**config.mk**
```make
export PLATFORM = sky130hd
export DESIGN_NAME = rtc_alarm_setpoints
export DESIGN_NICKNAME = d
export VERILOG_FILES = /design/src/pkg/rtc_alarm_pkg.sv /design/src/rtl/rtc_alarm_setpoints.sv
export SDC_FILE = /design/constraint.sdc
export NUM_CORES = 1
export LEC_CHECK = 0
export BUFFER_PORTS_ARGS = -buffer_cell sky130_fd_sc_hd__buf_2
export CAP_MARGIN = 15
export CORE_MARGIN = 2
export CORE_UTILIZATION = 45
export DETAILED_ROUTE_END_ITERATION = 6
export PLACE_DENSITY = 0.79
export SLEW_MARGIN = 15
export SYNTH_ARGS = -nofsm -noshare
export SYNTH_HDL_FRONTEND = slang
export SYNTH_SLANG_ARGS = --single-unit
```
**constraint.sdc**
```tcl
create_clock -name i_ref_clk -period 1.9 [get_ports i_ref_clk]
set_input_delay 0.19 -clock i_ref_clk [delete_from_list [all_inputs] [get_ports i_ref_clk]]
set_output_delay 0.19 -clock i_ref_clk [all_outputs]
set_load 0.005 [all_outputs]
```
**src/pkg/rtc_alarm_pkg.sv**
```systemverilog
package rtc_alarm_pkg;

   localparam int ADDR_W = 8;
   localparam int DATA_W = 8;

   localparam logic [7:0] OFS_WEEKDAY  = 8'h06;
   localparam logic [7:0] OFS_ALM_SEC  = 8'h08;
   localparam logic [7:0] OFS_ALM_MIN  = 8'h09;
   localparam logic [7:0] OFS_ALM_HR   = 8'h0A;
   localparam logic [7:0] OFS_ALM_DAY  = 8'h0B;
   localparam logic [7:0] OFS_ALM_MON  = 8'h0C;

   localparam logic [2:0] WEEKDAY_RST  = 3'h0;
   localparam logic [2:0] WEEKDAY_MAX  = 3'h6;
   localparam logic [3:0] UNITS_ONE    = 4'h1;
   localparam logic [3:0] ZERO_DIGIT   = 4'h0;
   localparam logic [7:0] READ_ZERO    = 8'h00;
   localparam logic       FMT_24H      = 1'b0;

   // Live time of day as packed BCD, field layouts as the setpoints
   typedef struct packed {
      logic [7:0] sec;
      logic [7:0] min;
      logic [7:0] hr;
      logic [7:0] day;
      logic [7:0] mon;
      logic [7:0] year;
   } time_bcd_t;

   // Register access strobe from the host control bus
   typedef struct packed {
      logic             wr;
      logic             rd;
      logic [ADDR_W-1:0] addr;
      logic [DATA_W-1:0] wdata;
   } reg_req_t;

   typedef struct packed {
      logic [2:0] weekday;
      logic [2:0] sec_tens;
      logic [3:0] sec_units;
      logic [2:0] min_tens;
      logic [3:0] min_units;
      logic       pm;
      logic [1:0] hr_tens;
      logic [3:0] hr_units;
      logic [1:0] date_tens;
      logic [3:0] date_units;
      logic       mon_tens;
      logic [3:0] mon_units;
      logic [7:0] rdata;
      logic       alarm_flag;
      logic       alarm_int_n;
      logic       match_prev;
   } alarm_state_t;

endpackage : rtc_alarm_pkg

```
**src/rtl/rtc_alarm_setpoints.sv**
```systemverilog
`timescale 1ns/1ps
// Contract
// - Weekday 3-bit field bits 2:0, values 0-6, reset 0, upper bits read zero
// - Seconds setpoint tens in 6:4, units in 3:0, bit 7 reads zero
// - Minutes setpoint tens in 6:4, units in 3:0, bit 7 reads zero
// - Hours setpoint tens in 5:4, units in 3:0, bit 6 reads zero
// - Hours bit 7 is PM flag in 12-hour mode, held 0 in 24-hour
// - Days setpoint tens 5:4, units 3:0 reset to 1, bits 7:6 zero
// - Months setpoint tens bit 4, units reset to 1, bits 7:5 zero
// - Registers return to reset only on the full reset
// - Format select 0 is 24-hour, 1 is 12-hour with PM flag
// - Alarm sets flag and holds interrupt low until software writes 1; code clears on i_alarm_flag_clr input
module rtc_alarm_setpoints
   import rtc_alarm_pkg::*;
(
   // Clock and full reset
   input  wire logic              i_ref_clk,
   input  wire logic              i_rst,
   // Host register access
   input  wire reg_req_t          i_req,
   output logic [DATA_W-1:0]      o_rdata,
   // Clock core side
   input  wire time_bcd_t         i_live_time,
   input  wire logic [7:0]        i_alarm_year,
   input  wire logic              i_twelve_hour_format,
   input  wire logic              i_alarm_flag_clr,
   output logic                   o_alarm_flag,
   output logic                   o_alarm_int_n
);

   alarm_state_t s_q;
   alarm_state_t s_d;
   logic [7:0]   hr_word;
   logic [7:0]   sp_sec;
   logic [7:0]   sp_min;
   logic [7:0]   sp_day;
   logic [7:0]   sp_mon;
   logic         match;
   logic         fire;

   always_comb begin
      sp_sec = {1'b0, s_q.sec_tens, s_q.sec_units};
      sp_min = {1'b0, s_q.min_tens, s_q.min_units};
      // PM flag only reads back in 12-hour mode, current format applies
      hr_word = {s_q.pm & i_twelve_hour_format, 1'b0,
                 s_q.hr_tens, s_q.hr_units};
      sp_day = {2'b00, s_q.date_tens, s_q.date_units};
      sp_mon = {3'b000, s_q.mon_tens, s_q.mon_units};
   end

   // Match compared in the active hour format; edge-detected so a
   // whole matching second raises one event only
   assign match = (i_live_time.sec == sp_sec) &&
                  (i_live_time.min == sp_min) &&
                  (i_live_time.hr  == hr_word) &&
                  (i_live_time.day == sp_day) &&
                  (i_live_time.mon == sp_mon) &&
                  (i_live_time.year == i_alarm_year);
   assign fire = match && !s_q.match_prev;

   always_comb begin
      s_d = s_q;
      s_d.match_prev = match;
      // Set wins over a clear in the same cycle
      if (fire) begin
         s_d.alarm_flag = 1'b1;
      end else if (i_alarm_flag_clr) begin
         s_d.alarm_flag = 1'b0;
      end
      if (i_req.wr) begin
         if (i_req.addr == OFS_WEEKDAY) begin
            // Out-of-range weekday writes are ignored
            if (i_req.wdata[2:0] <= WEEKDAY_MAX) begin
               s_d.weekday = i_req.wdata[2:0];
            end
         end else if (i_req.addr == OFS_ALM_SEC) begin
            s_d.sec_tens  = i_req.wdata[6:4];
            s_d.sec_units = i_req.wdata[3:0];
         end else if (i_req.addr == OFS_ALM_MIN) begin
            s_d.min_tens  = i_req.wdata[6:4];
            s_d.min_units = i_req.wdata[3:0];
         end else if (i_req.addr == OFS_ALM_HR) begin
            s_d.pm = i_req.wdata[7] & (i_twelve_hour_format != FMT_24H);
            s_d.hr_tens  = i_req.wdata[5:4];
            s_d.hr_units = i_req.wdata[3:0];
         end else if (i_req.addr == OFS_ALM_DAY) begin
            s_d.date_tens  = i_req.wdata[5:4];
            s_d.date_units = i_req.wdata[3:0];
         end else if (i_req.addr == OFS_ALM_MON) begin
            s_d.mon_tens  = i_req.wdata[4];
            s_d.mon_units = i_req.wdata[3:0];
         end
      end
      if (i_req.rd) begin
         if (i_req.addr == OFS_WEEKDAY) begin
            s_d.rdata = {5'b00000, s_q.weekday};
         end else if (i_req.addr == OFS_ALM_SEC) begin
            s_d.rdata = sp_sec;
         end else if (i_req.addr == OFS_ALM_MIN) begin
            s_d.rdata = sp_min;
         end else if (i_req.addr == OFS_ALM_HR) begin
            s_d.rdata = hr_word;
         end else if (i_req.addr == OFS_ALM_DAY) begin
            s_d.rdata = sp_day;
         end else if (i_req.addr == OFS_ALM_MON) begin
            s_d.rdata = sp_mon;
         end else begin
            s_d.rdata = READ_ZERO;
         end
      end
      // Interrupt kept in its own flop so the pin never glitches
      s_d.alarm_int_n = ~s_d.alarm_flag;
   end

   always_ff @(posedge i_ref_clk) begin
      if (i_rst) begin
         // Only the full reset reaches these registers
         s_q            <= '0;
         s_q.weekday    <= WEEKDAY_RST;
         s_q.date_units <= UNITS_ONE;
         s_q.mon_units  <= UNITS_ONE;
         s_q.rdata      <= READ_ZERO;
         s_q.alarm_int_n <= 1'b1;
      end else begin
         s_q <= s_d;
      end
   end

   assign o_rdata       = s_q.rdata;
   assign o_alarm_flag  = s_q.alarm_flag;
   assign o_alarm_int_n = s_q.alarm_int_n;

   a_reset_values: assert property (@(posedge i_ref_clk)
      $past(i_rst) && !i_rst |-> s_q.date_units == UNITS_ONE &&
         s_q.mon_units == UNITS_ONE && s_q.weekday == WEEKDAY_RST)
      else $error("setpoint reset values wrong");

   a_weekday_range: assert property (@(posedge i_ref_clk) disable iff (i_rst)
      s_q.weekday <= WEEKDAY_MAX)
      else $error("weekday out of range");

   a_alarm_sets: assert property (@(posedge i_ref_clk) disable iff (i_rst)
      fire |=> o_alarm_flag && !o_alarm_int_n)
      else $error("alarm did not set flag");

   a_flag_holds: assert property (@(posedge i_ref_clk) disable iff (i_rst)
      o_alarm_flag && !i_alarm_flag_clr |=> o_alarm_flag)
      else $error("alarm flag dropped without clear");

   a_flag_clears: assert property (@(posedge i_ref_clk) disable iff (i_rst)
      i_alarm_flag_clr && !fire |=> !o_alarm_flag && o_alarm_int_n)
      else $error("alarm flag not cleared");

   a_pm_24h: assert property (@(posedge i_ref_clk) disable iff (i_rst)
      i_req.rd && i_req.addr == OFS_ALM_HR && !i_twelve_hour_format
      |=> !o_rdata[7] && !o_rdata[6])
      else $error("PM bit visible in 24-hour mode");

   a_sec_rdback: assert property (@(posedge i_ref_clk) disable iff (i_rst)
      i_req.wr && i_req.addr == OFS_ALM_SEC ##1
      i_req.rd && !i_req.wr && i_req.addr == OFS_ALM_SEC
      |=> o_rdata == {1'b0, $past(i_req.wdata[6:0], 2)})
      else $error("seconds setpoint readback wrong");

   a_mon_reserved: assert property (@(posedge i_ref_clk) disable iff (i_rst)
      i_req.rd && i_req.addr == OFS_ALM_MON |=> o_rdata[7:5] == 3'h0)
      else $error("months reserved bits nonzero");

   a_day_reserved: assert property (@(posedge i_ref_clk) disable iff (i_rst)
      i_req.rd && i_req.addr == OFS_ALM_DAY |=> o_rdata[7:6] == 2'h0)
      else $error("days reserved bits nonzero");

   a_sec_reserved: assert property (@(posedge i_ref_clk) disable iff (i_rst)
      i_req.rd && i_req.addr == OFS_ALM_SEC |=> !o_rdata[7])
      else $error("seconds reserved bit nonzero");

   a_min_reserved: assert property (@(posedge i_ref_clk) disable iff (i_rst)
      i_req.rd && i_req.addr == OFS_ALM_MIN |=> !o_rdata[7])
      else $error("minutes reserved bit nonzero");

   a_hr_reserved: assert property (@(posedge i_ref_clk) disable iff (i_rst)
      i_req.rd && i_req.addr == OFS_ALM_HR |=> !o_rdata[6])
      else $error("hours reserved bit nonzero");

   a_wkday_reserved: assert property (@(posedge i_ref_clk) disable iff (i_rst)
      i_req.rd && i_req.addr == OFS_WEEKDAY
      |=> o_rdata[7:3] == READ_ZERO[7:3])
      else $error("weekday reserved bits nonzero");

   a_int_follows: assert property (@(posedge i_ref_clk) disable iff (i_rst)
      o_alarm_int_n == !o_alarm_flag)
      else $error("interrupt does not follow flag");

   a_no_refire: assert property (@(posedge i_ref_clk) disable iff (i_rst)
      !o_alarm_flag && match && s_q.match_prev |=> !o_alarm_flag)
      else $error("held match fired again");

   a_rdata_holds: assert property (@(posedge i_ref_clk) disable iff (i_rst)
      !i_req.rd |=> $stable(o_rdata))
      else $error("read data changed without read");

   a_pm_write_24h: assert property (@(posedge i_ref_clk) disable iff (i_rst)
      i_req.wr && i_req.addr == OFS_ALM_HR && !i_twelve_hour_format
      |=> !s_q.pm)
      else $error("PM bit stored in 24-hour mode");

   a_unmapped_zero: assert property (@(posedge i_ref_clk) disable iff (i_rst)
      i_req.rd && i_req.addr != OFS_WEEKDAY && i_req.addr != OFS_ALM_SEC &&
      i_req.addr != OFS_ALM_MIN && i_req.addr != OFS_ALM_HR &&
      i_req.addr != OFS_ALM_DAY && i_req.addr != OFS_ALM_MON
      |=> o_rdata == READ_ZERO)
      else $error("unmapped read not zero");

endmodule : rtc_alarm_setpoints

```
==> flow_summary_export.csv, run 1 <==
group,metric,value,unit
critical_path,crit_slowest_cell,"nor4_2",
global_routing,track_usage,0.2218,
critical_path,arrival,1970,ps
routing,ant_nets,0,
routing,vias,2431,
synth,ys_types,41,
floorplanning,core_area,0.005507,sq mm
synth,avgSynthCellArea,8.793,sq um
critical_path,rr_worst_depth,5,
critical_path,crit_fanout,3,
clock_tree,cts_sinks,46,
clock_tree,root_buffer,"clkbuf_8",
synth,synth-main-ff-cell,"dfxtp_1",
final_layout,final_common_cell,"buf_2",
global_routing,grt_pass1_wl,10650,microns
critical_path,crit_path_start_kind,"flop",
sta,rsz0062_at_grt,"no",
clock_tree,ctsLongestPathBuffers,2,
pwr,peakVddDrop,0.0003191,V
synth,netlist_area,0.002567,sq mm
critical_path,crit_cells,5,
sta,finalSetupViolCount,0,
run_status,outcome,"complete, no violations",
routing,first_pass_iters,5,
global_routing,overflow,0,
routing,avgRoutedWirePerCell,15.50,microns
critical_path,path_cells,"xnor2_1 > nand4_1 > nor4_2 > nand4_1 > o21a_1",
worst_hold_path,min_from,"i_req[6]",
synth,syn_nets,370,
routing,vias_per_cell,5.463,
placement,place_congestion,0.9051,
critical_path,cpMostUsedCell,"nand4_1",
routing,routed_wl,6898,microns
job,cap_violations,0,
pwr,power_leakage,0.001395,uW
clock_tree,numCtsBuffers,5,
sta,min_period,1761,ps
critical_path,rr_endpoint,"o_alarm_int_n$_SDFF_PP1_",
critical_path,r2r_slack,140,ps
synth,synth_edf_count,0,
synth,seq_area_frac_synth,0.3587,
floorplanning,die_w,79.54,microns
placement,hpwlAfterDp,5349,microns
synth,syn-instance-count,292,
synth,ys_async_sr_fraction,0,
final_layout,multiInputGateArea,0.001519,sq mm
synth,ys_ff_latch,46,
routing,drt_iter0_drc,176,
clock_tree,hold_buffers,0,
global_routing,antenna_found_initial,0,
final_layout,n_antenna_cell,0,
final_layout,regArea,920.9,sq um
floorplanning,dieArea,0.006326,sq mm
clock_tree,tritoncts,"done",
critical_path,crit_buf_inv,0,
final_layout,drive_gt1_frac,0.3003,
critical_path,cpPeakStageDelay,470,ps
pwr,power,1918,uW
critical_path,cp-end-kind,"flop",
sta,drv_slew,0,
sta,setup_slack,139.4,ps
placement,pre_cts_ws,-50.85,ps
global_routing,grt_max_degree,45,
clock_tree,clkLatencyLatePin,310,ps
final_layout,final_cell_mix,"buf_2 (87), dfxtp_1 (46), xnor2_1 (34)",
routing,drcViolationCount,0,
clock_tree,clkSlewWorstSetupHoldPaths,80,ps
floorplanning,fp.dieH,79.54,microns
sta,finalHoldViolations,0,
final_layout,nets,450,
worst_hold_path,min_to,"s_q[35]$_SDFFE_PP0P_",
global_routing,grt_pass1_vias,2222,
critical_path,cp_top_family,"simple AND/OR/NAND/NOR gates",
critical_path,path_class,"flop to flop",
sta,relSlewSlack,0.6956,
sta,tightest_slew,456.6,ps
final_layout,area_delta_synth_final,22.27,%
pwr,p_per_area,611.0,mW/mm^2
sta,period_share,0.9266,
critical_path,reg2reg_from,"s_q[30]$_SDFFE_PP0P_",
floorplanning,io_pins,88,
sta,max_freq,568.0,MHz
sta,skew,4.373,ps
placement,port_buffers,87,
clock_tree,htreeDepth,2,
critical_path,required,2110,ps
final_layout,fill_cells,508,
floorplanning,num_rows,27,
synth,yosysWarnings,0,
worst_hold_path,hold_class,"primary input to flop",
worst_hold_path,whs_path_depth,3,
floorplanning,initial_core_util,0.4663,
==> cells by family after synthesis <==
logic type,count (synthesis),share of synthesized area
buf+inv,24,0.05214
simple gates,114,0.2407
mux,28,0.1145
xor+xnor,39,0.1330
compound gates,41,0.1009
flops,46,0.3587
==> registers in the layout (all words and copies together), names as in the netlist <==
signal / cells
s_q: 30
o_rdata: 8
hr_word: 6
o_alarm_flag: 1
o_alarm_int_n: 1
==> what timing repair did <==
action,4_1_cts,5_1_grt
resized for setup,0,1
endpoints found under the setup margin,0,2
buffers inserted,0,0
==> metal layers <==
metal	vias to the layer above	track usage	share of wire
met1	1121	0.2880	0.44
met5	-	0	0
met3	14	0.04525	0.091
met4	0	0.07069	0.018
li1	1183	-	-
met2	113	0.3681	0.45
==> worst register-to-register path: stages (launching register included) <==
cell	delay [ps]
dfxtp_1	400
xnor2_1	140
nand4_1	160
nor4_2	470
nand4_1	260
o21a_1	230
==> per-stage QoR <==
| step | instances | TNS, ps | util | hold slack [ps] | instance area (sq um) |
|---|---|---|---|---|---|
| finish | 445 | 0 | 0.5701 | 155.2 | 3139 |
| global placement | 437 | -35.60 | 0.5490 | 431.0 | 3023 |
| CTS | 445 | 0 | 0.5690 | 151.6 | 3133 |
| floorplan | 292 | 0 | - | 307.9 | 2567 |
| detailed placement | 437 | -54.80 | 0.5490 | 449.5 | 3023 |
| global route | 445 | 0 | 0.5701 | 175.4 | 3139 |
==> where the power goes <==
| group | total, uW | switching [uW] | internal (uW) |
|---|---|---|---|
| logic | 251 | 131 | 120 |
| clock network | 697 | 330 | 367 |
| registers | 969 | 2.43 | 967 |
==> synth_stat cells (6+ instances only) <==
cell type / n / area (sq um)
dfxtp_1: 46 / 920.9
xnor2_1: 34 / 297.8
nor2_1: 32 / 120.1
mux2i_1: 26 / 260.3
nand2_1: 25 / 93.84
a21oi_1: 17 / 85.08
nand3_1: 15 / 75.07
nand4_1: 11 / 68.82
buf_4: 8 / 60.06
nand2b_1: 8 / 50.05
clkbuf_1: 7 / 26.28
a22oi_1: 6 / 45.04
==> layout make-up <==
cell class,count,area share
timing repair buffer,94,0.1554
multi-input combinational,222,0.4839
sequential,46,0.2933
tap,72,0.02870
clock buffer,8,0.03507
inverter,3,0.003587
==> how the worst max path moves through the flow <==
stage | start | end | slack (ps)
global route | s_q[30]$_SDFFE_PP0P_ | o_alarm_int_n$_SDFF_PP1_ | 80
floorplan | i_req[13] | s_q[16]$_SDFFE_PP1P_ | 470
detailed placement | i_live_time[39] | o_alarm_int_n$_SDFF_PP1_ | -50
CTS | s_q[30]$_SDFFE_PP0P_ | o_alarm_int_n$_SDFF_PP1_ | 4
finish | s_q[30]$_SDFFE_PP0P_ | o_alarm_int_n$_SDFF_PP1_ | 140
global placement | i_live_time[39] | o_alarm_int_n$_SDFF_PP1_ | -40
No activity file was read; power rests on OpenSTA's default activity.
==> run 2: changes to the inputs <==
==> constraint.sdc (replaced) <==
create_clock -name i_ref_clk -period 2.1 [get_ports i_ref_clk]
set_input_delay 0.21 -clock i_ref_clk [delete_from_list [all_inputs] [get_ports i_ref_clk]]
set_output_delay 0.21 -clock i_ref_clk [all_outputs]
set_load 0.005 [all_outputs]
==> flow_summary_export.csv, run 2 (synthesis results as in run 1) <==
group,metric,value,unit
routing,drcViolationCount,0,
global_routing,grt_pass1_wl,11140,microns
placement,hpwlAfterDp,5461,microns
final_layout,drive_gt1_frac,0.2900,
final_layout,fill_cells,531,
clock_tree,postCtsSetupBuffers,0,
sta,setup_slack,179.5,ps
final_layout,area_delta_synth_final,21.00,%
placement,pre_cts_ws,152.9,ps
pwr,comb_power_share,0.128,
pwr,peakVddDrop,0.0003597,V
pwr,switching_power,438.3,uW
floorplanning,core_area,0.005507,sq mm
final_layout,final_common_cell,"buf_2",
global_routing,track_usage,0.2278,
sta,rsz0062_at_grt,"no",
sta,drv_slew,0,
floorplanning,die_w,79.54,microns
clock_tree,clkSlewWorstSetupHoldPaths,90,ps
pwr,power_leakage,0.001367,uW
pwr,clkPwrFrac,0.377,
clock_tree,tritoncts,"done",
clock_tree,post_cts_resized,0,
final_layout,nets,446,
global_routing,antenna_found_initial,0,
routing,routed_wl,7018,microns
floorplanning,dieArea,0.006326,sq mm
placement,place_congestion,0.9443,
final_layout,largest_reg_flops,30,
worst_hold_path,hold_class,"primary input to flop",
pwr,p_per_area,571.1,mW/mm^2
pwr,internal-power,1336,uW
sta,finalSetupViolCount,0,
clock_tree,hold_buffers,0,
critical_path,reg2reg_from,"s_q[30]$_SDFFE_PP0P_",
floorplanning,io_pins,88,
sta,tightest_slew,623.0,ps
clock_tree,cts_sinks,46,
worst_hold_path,whs_path_depth,3,
floorplanning,fp.dieH,79.54,microns
routing,first_pass_iters,4,
routing,avgRoutedWirePerCell,15.91,microns
routing,vias,2392,
clock_tree,root_buffer,"clkbuf_8",
global_routing,grt_pass1_vias,2242,
critical_path,cp-startpoint,"s_q[30]$_SDFFE_PP0P_",
sta,finalHoldViolations,0,
final_layout,largest_register,"s_q",
critical_path,arrival,2130,ps
critical_path,crit_path_start_kind,"flop",
pwr,p_seq_frac,0.495,
floorplanning,num_rows,27,
job,cap_violations,0,
sta,whs,178.3,ps
routing,drt_iter0_drc,226,
floorplanning,initial_core_util,0.4663,
global_routing,overflow,0,
sta,max_freq,520.7,MHz
placement,port_buffers,87,
global_routing,grt_max_degree,45,
sta,skew,8.895,ps
clock_tree,ctsLongestPathBuffers,2,
clock_tree,clkLatencyLatePin,310,ps
pwr,swShare,0.2471,
clock_tree,numCtsBuffers,5,
clock_tree,htreeDepth,2,
critical_path,crit_fanout,3,
routing,ant_nets,0,
critical_path,required,2310,ps
critical_path,rr_worst_depth,5,
final_layout,final_cell_mix,"buf_2 (87), dfxtp_1 (46), xnor2_1 (34)",
routing,vias_per_cell,5.424,
run_status,outcome,"complete, no violations",
critical_path,cp-end-kind,"flop",
sta,finalSetupTns,0,ps
sta,relSlewSlack,0.5808,
final_layout,n_antenna_cell,0,
worst_hold_path,min_from,"i_req[6]",
sta,min_period,1921,ps
sta,period_share,0.9145,
critical_path,path_class,"flop to flop",
run 2: power groups by stage:
stage	Clock [uW]	Combinational, uW	Sequential [uW]
3_3_place_gp	0	221	898
5_1_grt	717	248	878
2_1_floorplan	0	109	897
4_1_cts	681	227	878
3_5_place_dp	0	226	898
6_report	669	227	878
run 2: worst paths after layout:
| path | to | slack [ps] |
|---|---|---|
| worst max-delay path | o_alarm_int_n$_SDFF_PP1_ | 180 |
| worst min-delay path | s_q[35]$_SDFFE_PP0P_ | 180 |
| worst max register to register | o_alarm_int_n$_SDFF_PP1_ | 180 |
| worst min register to register | o_alarm_flag$_SDFF_PP0_ | 450 |
run 2: cell type report:
cell class	count	area [sq um]	area share
clock inverters	3	45.04	0.01450
well taps	72	90.09	0.02900
repair buffers	90	457.9	0.1474
multi-input cells	222	1513	0.4869
inverters	3	11.26	0.003625
clock buffers	5	68.82	0.02215
flip-flops and latches	46	920.9	0.2964
run 2: metal layers:
metal | track usage | up-vias | part of all wire
met5 | 0 | - | 0
met4 | 0.07759 | 0 | 0.019
met3 | 0.06335 | 11 | 0.10
met2 | 0.3605 | 124 | 0.47
met1 | 0.2976 | 1094 | 0.41
li1 | - | 1163 | -
run 2: worst max-delay path: stages (launching register included):
cell	delay, ps
dfxtp_1	420
xnor2_1	140
nand4_1	160
nor4_1	610
nand4_1	260
o21a_1	230
run 2: per-stage QoR:
stage          total power, uW  utilization  cell area (sq um)  instances
6_report                  1774       0.5642               3107        441
4_1_cts                   1785       0.5642               3107        441
5_1_grt                   1844       0.5642               3107        441
2_1_floorplan             1007            -               2567        292
3_5_place_dp              1124       0.5435               2993        433
3_3_place_gp              1119       0.5435               2993        433
==> run 3: changes to the inputs <==
--- a/config.mk
+++ b/config.mk
@@ -10,7 +10,7 @@
 export CORE_MARGIN = 2
 export CORE_UTILIZATION = 45
 export DETAILED_ROUTE_END_ITERATION = 6
-export PLACE_DENSITY = 0.79
+export PLACE_DENSITY = 0.73
 export SLEW_MARGIN = 15
 export SYNTH_ARGS = -nofsm -noshare
 export SYNTH_HDL_FRONTEND = slang
==> flow_summary_export.csv, run 3 (synthesis results as in run 1) <==
group,metric,value,unit
critical_path,crit_path_start_kind,"flop",
sta,finalSetupTns,0,ps
clock_tree,htreeDepth,2,
clock_tree,ctsLongestPathBuffers,2,
pwr,p_per_area,527.0,mW/mm^2
placement,hpwlAfterDp,5296,microns
pwr,power_leakage,0.001360,uW
routing,first_pass_iters,4,
floorplanning,num_rows,27,
critical_path,cp-end-kind,"flop",
clock_tree,numCtsBuffers,5,
sta,rsz0062_at_grt,"no",
sta,period_share,0.8487,
global_routing,grt_pass1_vias,2179,
routing,avgRoutedWirePerCell,15.47,microns
clock_tree,cts_sinks,46,
floorplanning,dieArea,0.006326,sq mm
sta,relSlewSlack,0.6310,
global_routing,grt_max_degree,45,
final_layout,largest_register,"s_q",
routing,drcViolationCount,0,
critical_path,path_class,"flop to flop",
sta,whs,181.8,ps
final_layout,largest_reg_flops,30,
floorplanning,io_pins,88,
final_layout,drive_gt1_frac,0.2880,
clock_tree,clkSlewWorstSetupHoldPaths,80,ps
clock_tree,tritoncts,"done",
worst_hold_path,hold_class,"primary input to flop",
critical_path,arrival,1980,ps
final_layout,post-route-util,0.5578,
routing,ant_nets,0,
final_layout,area_delta_synth_final,19.64,%
final_layout,final_common_cell,"buf_2",
placement,port_buffers,87,
pwr,peakVddDrop,0.0002719,V
clock_tree,postCtsSetupBuffers,0,
final_layout,fin_area,0.003072,sq mm
run_status,outcome,"complete, no violations",
global_routing,antenna_found_initial,0,
sta,finalHoldViolations,0,
final_layout,final_cell_mix,"buf_2 (87), dfxtp_1 (46), xnor2_1 (34)",
sta,max_freq,561.1,MHz
placement,postPlaceCellArea,0.002993,sq mm
critical_path,crit_fanout,3,
floorplanning,core_area,0.005507,sq mm
job,cap_violations,0,
sta,drv_slew,0,
routing,drt_iter0_drc,241,
critical_path,required,2300,ps
sta,finalSetupViolCount,0,
routing,routed_wl,6807,microns
clock_tree,post_cts_resized,0,
final_layout,n_antenna_cell,0,
clock_tree,clkLatencyLatePin,300,ps
floorplanning,initial_core_util,0.4663,
sta,tightest_slew,548.4,ps
global_routing,track_usage,0.2218,
global_routing,overflow,0,
clock_tree,root_buffer,"clkbuf_8",
placement,place_congestion,0.9427,
routing,vias_per_cell,5.345,
sta,min_period,1782,ps
clock_tree,hold_buffers,0,
floorplanning,fp.dieH,79.54,microns
global_routing,grt_pass1_wl,10860,microns
sta,skew,4.108,ps
final_layout,nets,446,
floorplanning,die_w,79.54,microns
routing,vias,2352,
## run 3: cell types whose count changed in the layout (fill, tap and decap cells not counted)
cell        change
clkinv_2        +2
clkinvlp_4      -2
bufinv_16       -1
## run 3: metrics by stage
stage | setup slack, ps | total power (uW) | instances
after global routing | 223.7 | 1680 | 440
after floorplan | 645.9 | 1007 | 292
after global placement | 246.8 | 1120 | 433
final | 317.7 | 1619 | 440
after CTS | 312.8 | 1624 | 440
after detailed placement | 225.5 | 1122 | 433
## run 3: worst paths after layout
kind | slack [ps] | end | depth (start not counted) | start
min | 180 | s_q[35]$_SDFFE_PP0P_ | 3 | i_req[6]
max reg2reg | 320 | o_alarm_int_n$_SDFF_PP1_ | 5 | s_q[30]$_SDFFE_PP0P_
min reg2reg | 450 | o_alarm_flag$_SDFF_PP0_ | 1 | s_q[0]$_SDFF_PP0_
max | 320 | o_alarm_int_n$_SDFF_PP1_ | 5 | s_q[30]$_SDFFE_PP0P_
## run 3: cell type report
class	instances	area (sq um)
well taps	72	90.09
repair buffers	90	457.9
multi-input cells	222	1513
clock buffers	5	68.82
clock inverters	2	10.01
fillers	535	2435
inverters	3	11.26
flip-flops and latches	46	920.9
## run 3: report_power, final
part	total [uW]	switching (uW)	internal [uW]
Combinational	225	118	106
Sequential	877	2.22	875
Clock	517	293	224
Total	1620	413	1210
## run 3: metal layers
layer,track usage,up-vias,routed length [microns]
met5,0,-,0
met4,0.05690,0,76
met3,0.04751,9,643
met2,0.3571,118,3135
met1,0.3013,1061,2952
li1,-,1164,-
## run 3: critical path, cell delays in order (launching register included)
cell and delay (ps):
dfxtp_1 390, xnor2_1 140, nand4_1 140, nor4_1 550
nand4_1 240, o21a_1 220
